<file path="src/rtl/reset_source_defines.svh">
`ifndef RESET_SOURCE_DEFINES_SVH
`define RESET_SOURCE_DEFINES_SVH

// ==========================================================================
// Register word offsets on the Avalon-MM slave.
// ==========================================================================
`define RSC_OFS_CTRL        3'h0
`define RSC_OFS_LEVEL       3'h1
`define RSC_OFS_UNLOCK      3'h2
`define RSC_OFS_STATUS      3'h3
`define RSC_OFS_CLKSEL      3'h4

// ==========================================================================
// Field positions.
// ==========================================================================
`define RSC_CTRL_WDT_FAULT_BIT  0
`define RSC_CTRL_LVL_FAULT_BIT  1
`define RSC_CTRL_LOW_VOLT_BIT   2
`define RSC_STAT_TIMEOUT_BIT    0
`define RSC_STAT_PWRDN_BIT      1

// ==========================================================================
// Reset values and legal codes.
// ==========================================================================
`define RSC_LEVEL_POR       8'h55
`define RSC_LEVEL_OK1       8'h33
`define RSC_LEVEL_OK2       8'h99
`define RSC_LEVEL_OK3       8'haa
`define RSC_UNLOCK_POR      5'h0a
`define RSC_UNLOCK_OFF      5'h15

// ==========================================================================
// Timing.
// ==========================================================================
`define RSC_SYS_FREQ_HZ     20000000
`define RSC_SLOW_FREQ_HZ    32000
`define RSC_SLOW_DIV        (`RSC_SYS_FREQ_HZ / `RSC_SLOW_FREQ_HZ)
`define RSC_FAULT_TICKS     2'h3
`define RSC_SETTLE_FAST_M1  8'h0f
`define RSC_SETTLE_XTAL_M1  8'h7f
`define RSC_SETTLE_SLOW_M1  8'h01

`endif

</file>
<file path="src/rtl/reset_source_pkg.sv">
// ==========================================================================
// Types shared by the reset-source logic.
// ==========================================================================
package reset_source_pkg;

	// Sequencer states, one-hot.
	typedef enum logic [1:0]
	{
		ST_SETTLE = 2'b01,
		ST_RUN    = 2'b10
	} seq_state_t;

	// Oscillator that clocks the core after a restart.
	typedef enum logic [1:0]
	{
		CLK_FAST_RC = 2'h0,
		CLK_XTAL    = 2'h1,
		CLK_SLOW_RC = 2'h2,
		CLK_SPARE   = 2'h3
	} clk_src_t;

endpackage

</file>
<file path="src/rtl/reset_source_condition_logic.sv">
`include "reset_source_defines.svh"

// Summary of operation
// - Illegal level code sets level fault flag.
// - Illegal level code resets the whole device.
// - Level fault flag clears only by software.
// - Running watchdog time-out gives full reset.
// - Sleeping time-out clears only counter, stack and watchdog.
// - Restart waits delay set by clock source.
// - Power-on clears time-out and power-down flags.
// - Low-voltage reset keeps time-out and power-down.
// - Running time-out sets time-out, keeps power-down.
// - Sleeping time-out sets both status flags.
// - Power-on disables every interrupt source.
// - Power-on clears watchdog, which then counts.
// - Power-on switches all timer counters off.
// - Power-on makes pins and channels inputs.
// - Power-on zeroes counter, stack points top.
// - Counter low byte zeroed by every reset.
// - Illegal unlock code resets after slow ticks.
// - Only four level codes; others restore default.
// - Unlock fault flag set, cleared by software.
// - Low-voltage flag set, cleared by software.
module reset_source_condition_logic
#(
	parameter int SLOW_DIV = `RSC_SLOW_DIV
)
(
	input  wire logic        sys_clk,
	input  wire logic        rstn,
	input  wire logic [4:0]  avs_address,
	input  wire logic        avs_read,
	input  wire logic        avs_write,
	input  wire logic [31:0] avs_writedata,
	input  wire logic [3:0]  avs_byteenable,
	output logic      [31:0] avs_readdata,
	output logic             avs_waitrequest,
	input  wire logic        lvr_detect,
	input  wire logic        wdt_timeout,
	input  wire logic        core_sleep,
	output logic             periph_reset,
	output logic             pc_sp_clear,
	output logic             wdt_clear,
	output logic             core_hold
);

	// ======================================================================
	// Elaboration check.
	// ======================================================================
	// A fault must wait over eight system clocks, so a tick needs at least four.
	generate
		if (SLOW_DIV < 4 || SLOW_DIV > 4096)
		begin : g_bad_div
			$error("SLOW_DIV out of range");
		end
	endgenerate

	// ======================================================================
	// Declarations.
	// ======================================================================
	reset_source_pkg::seq_state_t state_reg;     // Sequencer state.
	reset_source_pkg::seq_state_t state_next;    // Next sequencer state.
	reset_source_pkg::clk_src_t   clk_sel_reg;   // Restart clock source.
	logic [11:0] div_reg;                        // Slow tick divider.
	logic        tick_reg;                       // One-cycle slow tick.
	logic [7:0]  level_reg;                      // Level select register.
	logic [7:0]  level_next;                     // Its next value.
	logic [4:0]  unlock_reg;                     // Watchdog unlock field.
	logic [4:0]  unlock_next;                    // Its next value.
	logic        low_voltage_reset_flag_reg;     // Low-voltage reset flag.
	logic        level_select_fault_flag_reg;    // Level fault flag.
	logic        wdt_control_fault_flag_reg;     // Unlock fault flag.
	logic        watchdog_timeout_flag_reg;      // Time-out flag.
	logic        powerdown_flag_reg;             // Power-down flag.
	logic [7:0]  dly_cnt_reg;                    // Settle delay counter.
	logic [7:0]  dly_tgt_reg;                    // Settle delay length minus one.
	logic [1:0]  fault_cnt_reg [2];              // Slow ticks seen per fault.
	logic [1:0]  fault_bad;                      // Field holds illegal code.
	logic [1:0]  fault_done;                     // Fault waited long enough.
	logic        wait_reg;                       // Waitrequest flop.
	logic [31:0] rdata_reg;                      // Read data flop.
	logic        full_reset_reg;                 // Full reset pulse.
	logic        pcsp_reg;                       // Counter and stack clear pulse.
	logic        wdtclr_reg;                     // Watchdog clear pulse.
	logic        hold_reg;                       // Core held in restart.

	// ======================================================================
	// Bus decode.
	// ======================================================================
	// A request is served in the cycle after waitrequest drops.
	wire       bus_req   = avs_read | avs_write;
	wire       bus_take  = bus_req & ~wait_reg;
	wire [2:0] word_ofs  = avs_address[4:2];
	wire       wr_lane0  = avs_write & bus_take & avs_byteenable[0];
	wire       wr_ctrl   = wr_lane0 & (word_ofs == `RSC_OFS_CTRL);
	wire       wr_level  = wr_lane0 & (word_ofs == `RSC_OFS_LEVEL);
	wire       wr_unlock = wr_lane0 & (word_ofs == `RSC_OFS_UNLOCK);
	wire       wr_clksel = wr_lane0 & (word_ofs == `RSC_OFS_CLKSEL);
	// Writing a zero to a flag bit clears it; a one leaves it alone.
	wire       clr_wdtf  = wr_ctrl & ~avs_writedata[`RSC_CTRL_WDT_FAULT_BIT];
	wire       clr_lvlf  = wr_ctrl & ~avs_writedata[`RSC_CTRL_LVL_FAULT_BIT];
	wire       clr_lowv  = wr_ctrl & ~avs_writedata[`RSC_CTRL_LOW_VOLT_BIT];

	// Read multiplexer; unmapped words read as zero.
	wire [31:0] rd_mux =
		(word_ofs == `RSC_OFS_CTRL)   ? {29'h0, low_voltage_reset_flag_reg,
			level_select_fault_flag_reg, wdt_control_fault_flag_reg} :
		(word_ofs == `RSC_OFS_LEVEL)  ? {24'h0, level_reg} :
		(word_ofs == `RSC_OFS_UNLOCK) ? {27'h0, unlock_reg} :
		(word_ofs == `RSC_OFS_STATUS) ? {30'h0, powerdown_flag_reg, watchdog_timeout_flag_reg} :
		(word_ofs == `RSC_OFS_CLKSEL) ? {30'h0, clk_sel_reg} : 32'h0;

	// ======================================================================
	// Fault detection and event arbitration.
	// ======================================================================
	// Only the four defined level codes are legal.
	assign fault_bad[0] = ~((level_reg == `RSC_LEVEL_POR) | (level_reg == `RSC_LEVEL_OK1) |
		(level_reg == `RSC_LEVEL_OK2) | (level_reg == `RSC_LEVEL_OK3));
	// Only the enable and disable codes are legal in the unlock field.
	assign fault_bad[1] = ~((unlock_reg == `RSC_UNLOCK_POR) | (unlock_reg == `RSC_UNLOCK_OFF));

	wire running  = (state_reg == reset_source_pkg::ST_RUN);
	// The low-voltage detector is off while the core is powered down.
	wire lvr_go   = running & lvr_detect & ~core_sleep;
	wire lvl_go   = running & fault_done[0] & ~lvr_go;
	wire unl_go   = running & fault_done[1] & ~lvr_go;
	// The watchdog yields to any more severe cause in the same cycle.
	wire wdt_go   = running & wdt_timeout & ~(lvr_go | lvl_go | unl_go);
	wire wdt_full = wdt_go & ~core_sleep;
	wire wake_go  = wdt_go & core_sleep;
	wire full_go  = lvr_go | lvl_go | unl_go | wdt_full;
	wire any_go   = full_go | wake_go;

	// Settle step: slow clock counts slow ticks, others count system clocks.
	wire dly_step = (clk_sel_reg == reset_source_pkg::CLK_SLOW_RC) ? tick_reg : 1'b1;
	wire dly_end  = dly_step & (dly_cnt_reg == dly_tgt_reg);
	// Settle length for the selected oscillator, minus one.
	wire [7:0] dly_len =
		(clk_sel_reg == reset_source_pkg::CLK_XTAL)    ? `RSC_SETTLE_XTAL_M1 :
		(clk_sel_reg == reset_source_pkg::CLK_SLOW_RC) ? `RSC_SETTLE_SLOW_M1 : `RSC_SETTLE_FAST_M1;

	// Level: restored on its fault or a running time-out; a restore beats a write.
	assign level_next = (lvl_go | wdt_full) ? `RSC_LEVEL_POR :
		wr_level ? avs_writedata[7:0] : level_reg;
	// Unlock field returns to its default on every full reset.
	assign unlock_next = full_go ? `RSC_UNLOCK_POR :
		wr_unlock ? avs_writedata[4:0] : unlock_reg;

	// ======================================================================
	// Sequencer next state.
	// ======================================================================
	// Any accepted event restarts the settle delay.
	always_comb
	begin
		state_next = state_reg;
		unique case (state_reg)
			reset_source_pkg::ST_RUN:
			begin
				if (any_go)
				begin
					state_next = reset_source_pkg::ST_SETTLE;
				end
			end
			reset_source_pkg::ST_SETTLE:
			begin
				if (dly_end)
				begin
					state_next = reset_source_pkg::ST_RUN;
				end
			end
		endcase
	end

	// ======================================================================
	// Slow tick divider.
	// ======================================================================
	// Stands in for the slow internal RC as a one-cycle enable.
	always_ff @(posedge sys_clk)
	begin
		if (!rstn)
		begin
			div_reg  <= 12'h000;
			tick_reg <= 1'b0;
		end
		else
		begin
			tick_reg <= (div_reg == 12'(SLOW_DIV - 1));
			div_reg  <= (div_reg == 12'(SLOW_DIV - 1)) ? 12'h000 : div_reg + 12'h001;
		end
	end

	// ======================================================================
	// Fault wait counters.
	// ======================================================================
	// Three slow ticks while illegal give 2 to 3 slow periods of delay.
	generate
		for (genvar i = 0; i < 2; i++)
		begin : g_fault
			assign fault_done[i] = (fault_cnt_reg[i] == `RSC_FAULT_TICKS);
			always_ff @(posedge sys_clk)
			begin
				if (!rstn || !fault_bad[i] || full_go)
				begin
					fault_cnt_reg[i] <= 2'h0;
				end
				else if (tick_reg && !fault_done[i])
				begin
					fault_cnt_reg[i] <= fault_cnt_reg[i] + 2'h1;
				end
			end
		end
	endgenerate

	// ======================================================================
	// Sticky flags and status.
	// ======================================================================
	// Hardware sets win over software clears in the same cycle.
	always_ff @(posedge sys_clk)
	begin
		if (!rstn)
		begin
			low_voltage_reset_flag_reg  <= 1'b0;
			level_select_fault_flag_reg <= 1'b0;
			wdt_control_fault_flag_reg  <= 1'b0;
			watchdog_timeout_flag_reg   <= 1'b0;
			powerdown_flag_reg          <= 1'b0;
		end
		else
		begin
			low_voltage_reset_flag_reg  <= lvr_go | (low_voltage_reset_flag_reg & ~clr_lowv);
			level_select_fault_flag_reg <= fault_bad[0] | (level_select_fault_flag_reg & ~clr_lvlf);
			wdt_control_fault_flag_reg  <= unl_go | (wdt_control_fault_flag_reg & ~clr_wdtf);
			watchdog_timeout_flag_reg   <= wdt_go | watchdog_timeout_flag_reg;
			powerdown_flag_reg          <= wake_go | powerdown_flag_reg;
		end
	end

	// ======================================================================
	// Software-visible configuration.
	// ======================================================================
	// Level, unlock and clock select registers.
	always_ff @(posedge sys_clk)
	begin
		if (!rstn)
		begin
			level_reg   <= `RSC_LEVEL_POR;
			unlock_reg  <= `RSC_UNLOCK_POR;
			clk_sel_reg <= reset_source_pkg::CLK_FAST_RC;
		end
		else
		begin
			level_reg  <= level_next;
			unlock_reg <= unlock_next;
			if (wr_clksel)
			begin
				clk_sel_reg <= reset_source_pkg::clk_src_t'(avs_writedata[1:0]);
			end
		end
	end

	// ======================================================================
	// Sequencer and reset outputs.
	// ======================================================================
	// Power-on holds everything in reset; other events give one-cycle pulses.
	always_ff @(posedge sys_clk)
	begin
		if (!rstn)
		begin
			state_reg      <= reset_source_pkg::ST_SETTLE;
			dly_cnt_reg    <= 8'h00;
			dly_tgt_reg    <= `RSC_SETTLE_FAST_M1;
			full_reset_reg <= 1'b1;
			pcsp_reg       <= 1'b1;
			wdtclr_reg     <= 1'b1;
			hold_reg       <= 1'b1;
		end
		else
		begin
			state_reg      <= state_next;
			full_reset_reg <= full_go;
			pcsp_reg       <= any_go;
			wdtclr_reg     <= any_go;
			hold_reg       <= (state_next != reset_source_pkg::ST_RUN);
			if (any_go)
			begin
				dly_cnt_reg <= 8'h00;
				dly_tgt_reg <= dly_len;
			end
			else if (!running && dly_step)
			begin
				dly_cnt_reg <= dly_cnt_reg + 8'h01;
			end
		end
	end

	// ======================================================================
	// Bus response.
	// ======================================================================
	// Waitrequest drops for one cycle per request, read data stand with it.
	always_ff @(posedge sys_clk)
	begin
		if (!rstn)
		begin
			wait_reg  <= 1'b1;
			rdata_reg <= 32'h0;
		end
		else
		begin
			wait_reg <= ~(bus_req & wait_reg);
			if (avs_read && wait_reg)
			begin
				rdata_reg <= rd_mux;
			end
		end
	end

	assign avs_waitrequest = wait_reg;
	assign avs_readdata    = rdata_reg;
	assign periph_reset    = full_reset_reg;
	assign pc_sp_clear     = pcsp_reg;
	assign wdt_clear       = wdtclr_reg;
	assign core_hold       = hold_reg;
endmodule

</file>
<file path="config.mk">
export PLATFORM = sky130hd
export DESIGN_NAME = reset_source_condition_logic
export DESIGN_NICKNAME = d
export VERILOG_FILES = /design/src/rtl/reset_source_pkg.sv /design/src/rtl/reset_source_condition_logic.sv
export VERILOG_INCLUDE_DIRS = /design/src /design/src/rtl
export SDC_FILE = /design/constraint.sdc
export NUM_CORES = 1
export LEC_CHECK = 0
export ABC_AREA = 1
export BUFFER_PORTS_ARGS = -buffer_cell sky130_fd_sc_hd__buf_2
export CORE_ASPECT_RATIO = 1.5
export CORE_MARGIN = 2
export CORE_UTILIZATION = 50
export DETAILED_ROUTE_END_ITERATION = 8
export GPL_TIMING_DRIVEN = 0
export PLACE_DENSITY = 0.81
export SLEW_MARGIN = 20
export SYNTH_ARGS = -nofsm -noshare
export SYNTH_HDL_FRONTEND = slang
export SYNTH_SLANG_ARGS = --single-unit
</file>
<file path="constraint.sdc">
create_clock -name sys_clk -period 3.1 [get_ports sys_clk]
set_clock_uncertainty 0.1 [all_clocks]
set_input_delay 0.465 -clock sys_clk [delete_from_list [all_inputs] [get_ports sys_clk]]
set_output_delay 0.465 -clock sys_clk [all_outputs]
set_load 0.02 [all_outputs]
</file>
==> impl_metrics.py <==
metrics = {
    "routing": {
        "first_iter_violations": 103,
        "drt_first_pass_iters": 5,
        "via_per_inst": 4.97,
        "ant_nets": 0,
        "drc": 0,
        "routed_wl_mm": 6.76,
        "wl_per_cell_um": 11.5,
        "num_vias": 2929,
    },
    "synth": {
        "synth_compound_area_frac": 0.0952,
        "synthMuxAreaShare": 0,
        "syn_area_um2": 3130,
        "postSynthAreaPerCell_um2": 6.99,
        "synth_top_family_by_area": "simple AND/OR/NAND/NOR gates",
        "ys.flop_type": "dfxtp_1",
        "synth_cell_types": 35,
        "synth_warnings": 0,
        "netlist_instances": 447,
        "yosys_register_bits": 61,
        "synth-xor-area-share": 0.0168,
        "ys_seq_area_frac": 0.403,
        "synthAdderAreaFrac": 0.0200,
        "synth_edf_count": 4,
        "synthSimpleGateAreaFrac": 0.323,
        "ys_async_sr_fraction": 0,
    },
    "final_layout": {
        "num_antenna_cells": 0,
        "drive_gt1_frac": 0.165,
        "multiInputGateArea_um2": 1510,
        "nFillCells": 560,
        "final_nets": 563,
        "largest_register_ffs": 12,
        "synthToLayoutAreaGrowth_pct": 17.1,
        "seqCellArea_um2": 1260,
    },
    "place": {
        "place_congestion": 0.957,
        "hpwl_mm": 5.17,
        "io_buffers": 29,
    },
    "cts": {
        "cts-root-buf": "clkbuf_8",
        "cts_hold_buffers": 0,
        "post-cts-setup-buffers": 0,
        "htreeDepth": 3,
        "cts_sinks": 61,
        "clk_pin_slew_ns": 0.07,
        "clkLatencyLatePin_ns": 0.34,
        "cts_tree": "yes",
        "cts_buffer_depth": 2,
        "numCtsBuffers": 9,
        "cts_resized": 0,
    },
    "min_path": {
        "hold_path_class": "input port to flip-flop",
        "hold_start": "avs_read",
    },
    "run_status": {
        "status": "completed",
    },
    "floorplan": {
        "die_h_um": 101,
        "core-area_um2": 6090,
        "num_rows": 35,
        "start_util": 0.514,
        "die_w_um": 68.6,
        "ios": 85,
        "die_area_um2": 6910,
    },
    "timing": {
        "rsz0062_at_grt": "no",
        "min_period_ns": 1.97,
        "finalCritPeriodShare": 0.636,
        "slew_headroom": 0.511,
        "holdWs_ns": 0.231,
        "finalSetupTns_ns": 0,
        "hold_viol_final": 0,
        "finalMaxSlewViolations": 0,
        "fmax_mhz": 507,
        "worst_slew_pin_slew_ns": 0.727,
        "finalSetupViolCount": 0,
    },
    "power": {
        "leakage_uw": 0.00167,
        "ir_drop_uv": 385,
        "power_density_nw_per_um2": 476,
    },
    "setup_path": {
        "worstPathArrival_ns": 1.95,
        "path_max_fanout": 5,
        "required_ns": 3.08,
        "start_kind": "flip-flop",
        "crit_path_start": "fault_cnt_reg[0][0]$_SDFFCE_PN0P_",
        "path_class": "flip-flop to flip-flop",
        "endpoint_kind": "flip-flop",
        "r2r-start": "fault_cnt_reg[0][0]$_SDFFCE_PN0P_",
    },
    "global_routing": {
        "grt.total_usage": 0.215,
        "grt_max_degree": 11,
        "gr-total-overflow": 0,
        "grt_pass1_wl_mm": 11.3,
        "grt_pass1_vias": 2643,
        "antenna_found_initial": 0,
    },
    "job": {
        "cap_violations": 0,
    },
}
==> cells in the final DEF (no fill, tap or decap), drive strengths merged, types with 6 or more instances in the layout <==
cell type  netlist  final
nor2            55     55
dfxtp           57     57
nand2          111    111
nand4            6      6
nand3           39     39
nor3            10     10
conb             1     24
clkbuf           4     16
o21ai           18     18
inv             54     54
buf             30     59
a21oi           30     30
==> logic make-up after synthesis <==
kind of cell,count (synthesis)
XOR/XNOR,6
adder cells (fa/ha/maj),5
AO/OA/AOI/OAI,56
AND/OR/NAND/NOR,230
other,1
buffers and inverters,88
flip-flops,61
==> critical path, stage by stage (launching register included) <==
cell and delay, ns:
edfxtp_1 0.41, ha_1 0.27, o21ai_0 0.29, o211ai_1 0.22, nor2_2 0.26, nand3b_1 0.16
==> cell usage after synthesis (2+ instances only) <==
library cell / count / area share
nor3_1: 8 / 0.013
nand3_1: 38 / 0.061
nand2_1: 108 / 0.13
nor2_2: 3 / 0.0060
inv_1: 54 / 0.065
dfxtp_1: 57 / 0.36
buf_2: 3 / 0.0048
edfxtp_1: 4 / 0.038
nor2_1: 52 / 0.062
or2_1: 4 / 0.0080
o22ai_1: 2 / 0.0040
a21oi_1: 30 / 0.048
ha_1: 5 / 0.020
nand3b_1: 3 / 0.0072
nand4_1: 6 / 0.012
xor2_1: 5 / 0.014
clkbuf_1: 3 / 0.0036
o211ai_1: 3 / 0.0072
o21ai_0: 17 / 0.027
buf_4: 26 / 0.062
nand2_2: 2 / 0.0040
==> metrics by stage <==
| step | power, uW | instance area (um^2) | util | cells | setup WS (ns) |
|---|---|---|---|---|---|
| floorplan | 969 | 3210 | - | 470 | 1.45 |
| finish | 1740 | 3660 | 0.601 | 589 | 1.13 |
| detailed placement | 1020 | 3450 | 0.567 | 573 | 1.18 |
| global placement | 1010 | 3450 | 0.567 | 573 | 1.21 |
| CTS | 1750 | 3660 | 0.601 | 589 | 1.16 |
| global route | 1800 | 3660 | 0.601 | 589 | 1.07 |
==> per-layer routing <==
layer  routed length (um)  track usage
met5                    0            0
met4                  162       0.0985
met3                  417       0.0570
met2                 3480        0.362
met1                 2700        0.247
==> layout make-up <==
cell class | count | share of cell area
timing repair buffer | 29 | 0.0396
buffer | 34 | 0.0649
multi-input combinational | 321 | 0.413
sequential | 61 | 0.344
clock buffer | 12 | 0.0451
clock inverter | 4 | 0.0123
tap | 74 | 0.0253
inverter | 54 | 0.0554
==> path summary, 6_finish.rpt <==
path / depth (start not counted) / slack [ns] / endpoint
hold reg to reg: 2 / 0.36 / powerdown_flag_reg$_SDFF_PN0_
setup reg to reg: 5 / 1.13 / fault_cnt_reg[0][1]$_SDFFCE_PN0P_
hold / removal: 2 / 0.23 / avs_waitrequest$_SDFF_PN1_
setup / recovery: 5 / 1.13 / fault_cnt_reg[0][1]$_SDFFCE_PN0P_
==> where the power goes <==
part	internal (uW)	switching [uW]	total, uW
Sequential	810	14.1	824
Combinational	64.1	112	176
Clock	433	311	744
Total	1310	437	1740
Power figures use the tool's default switching activity.
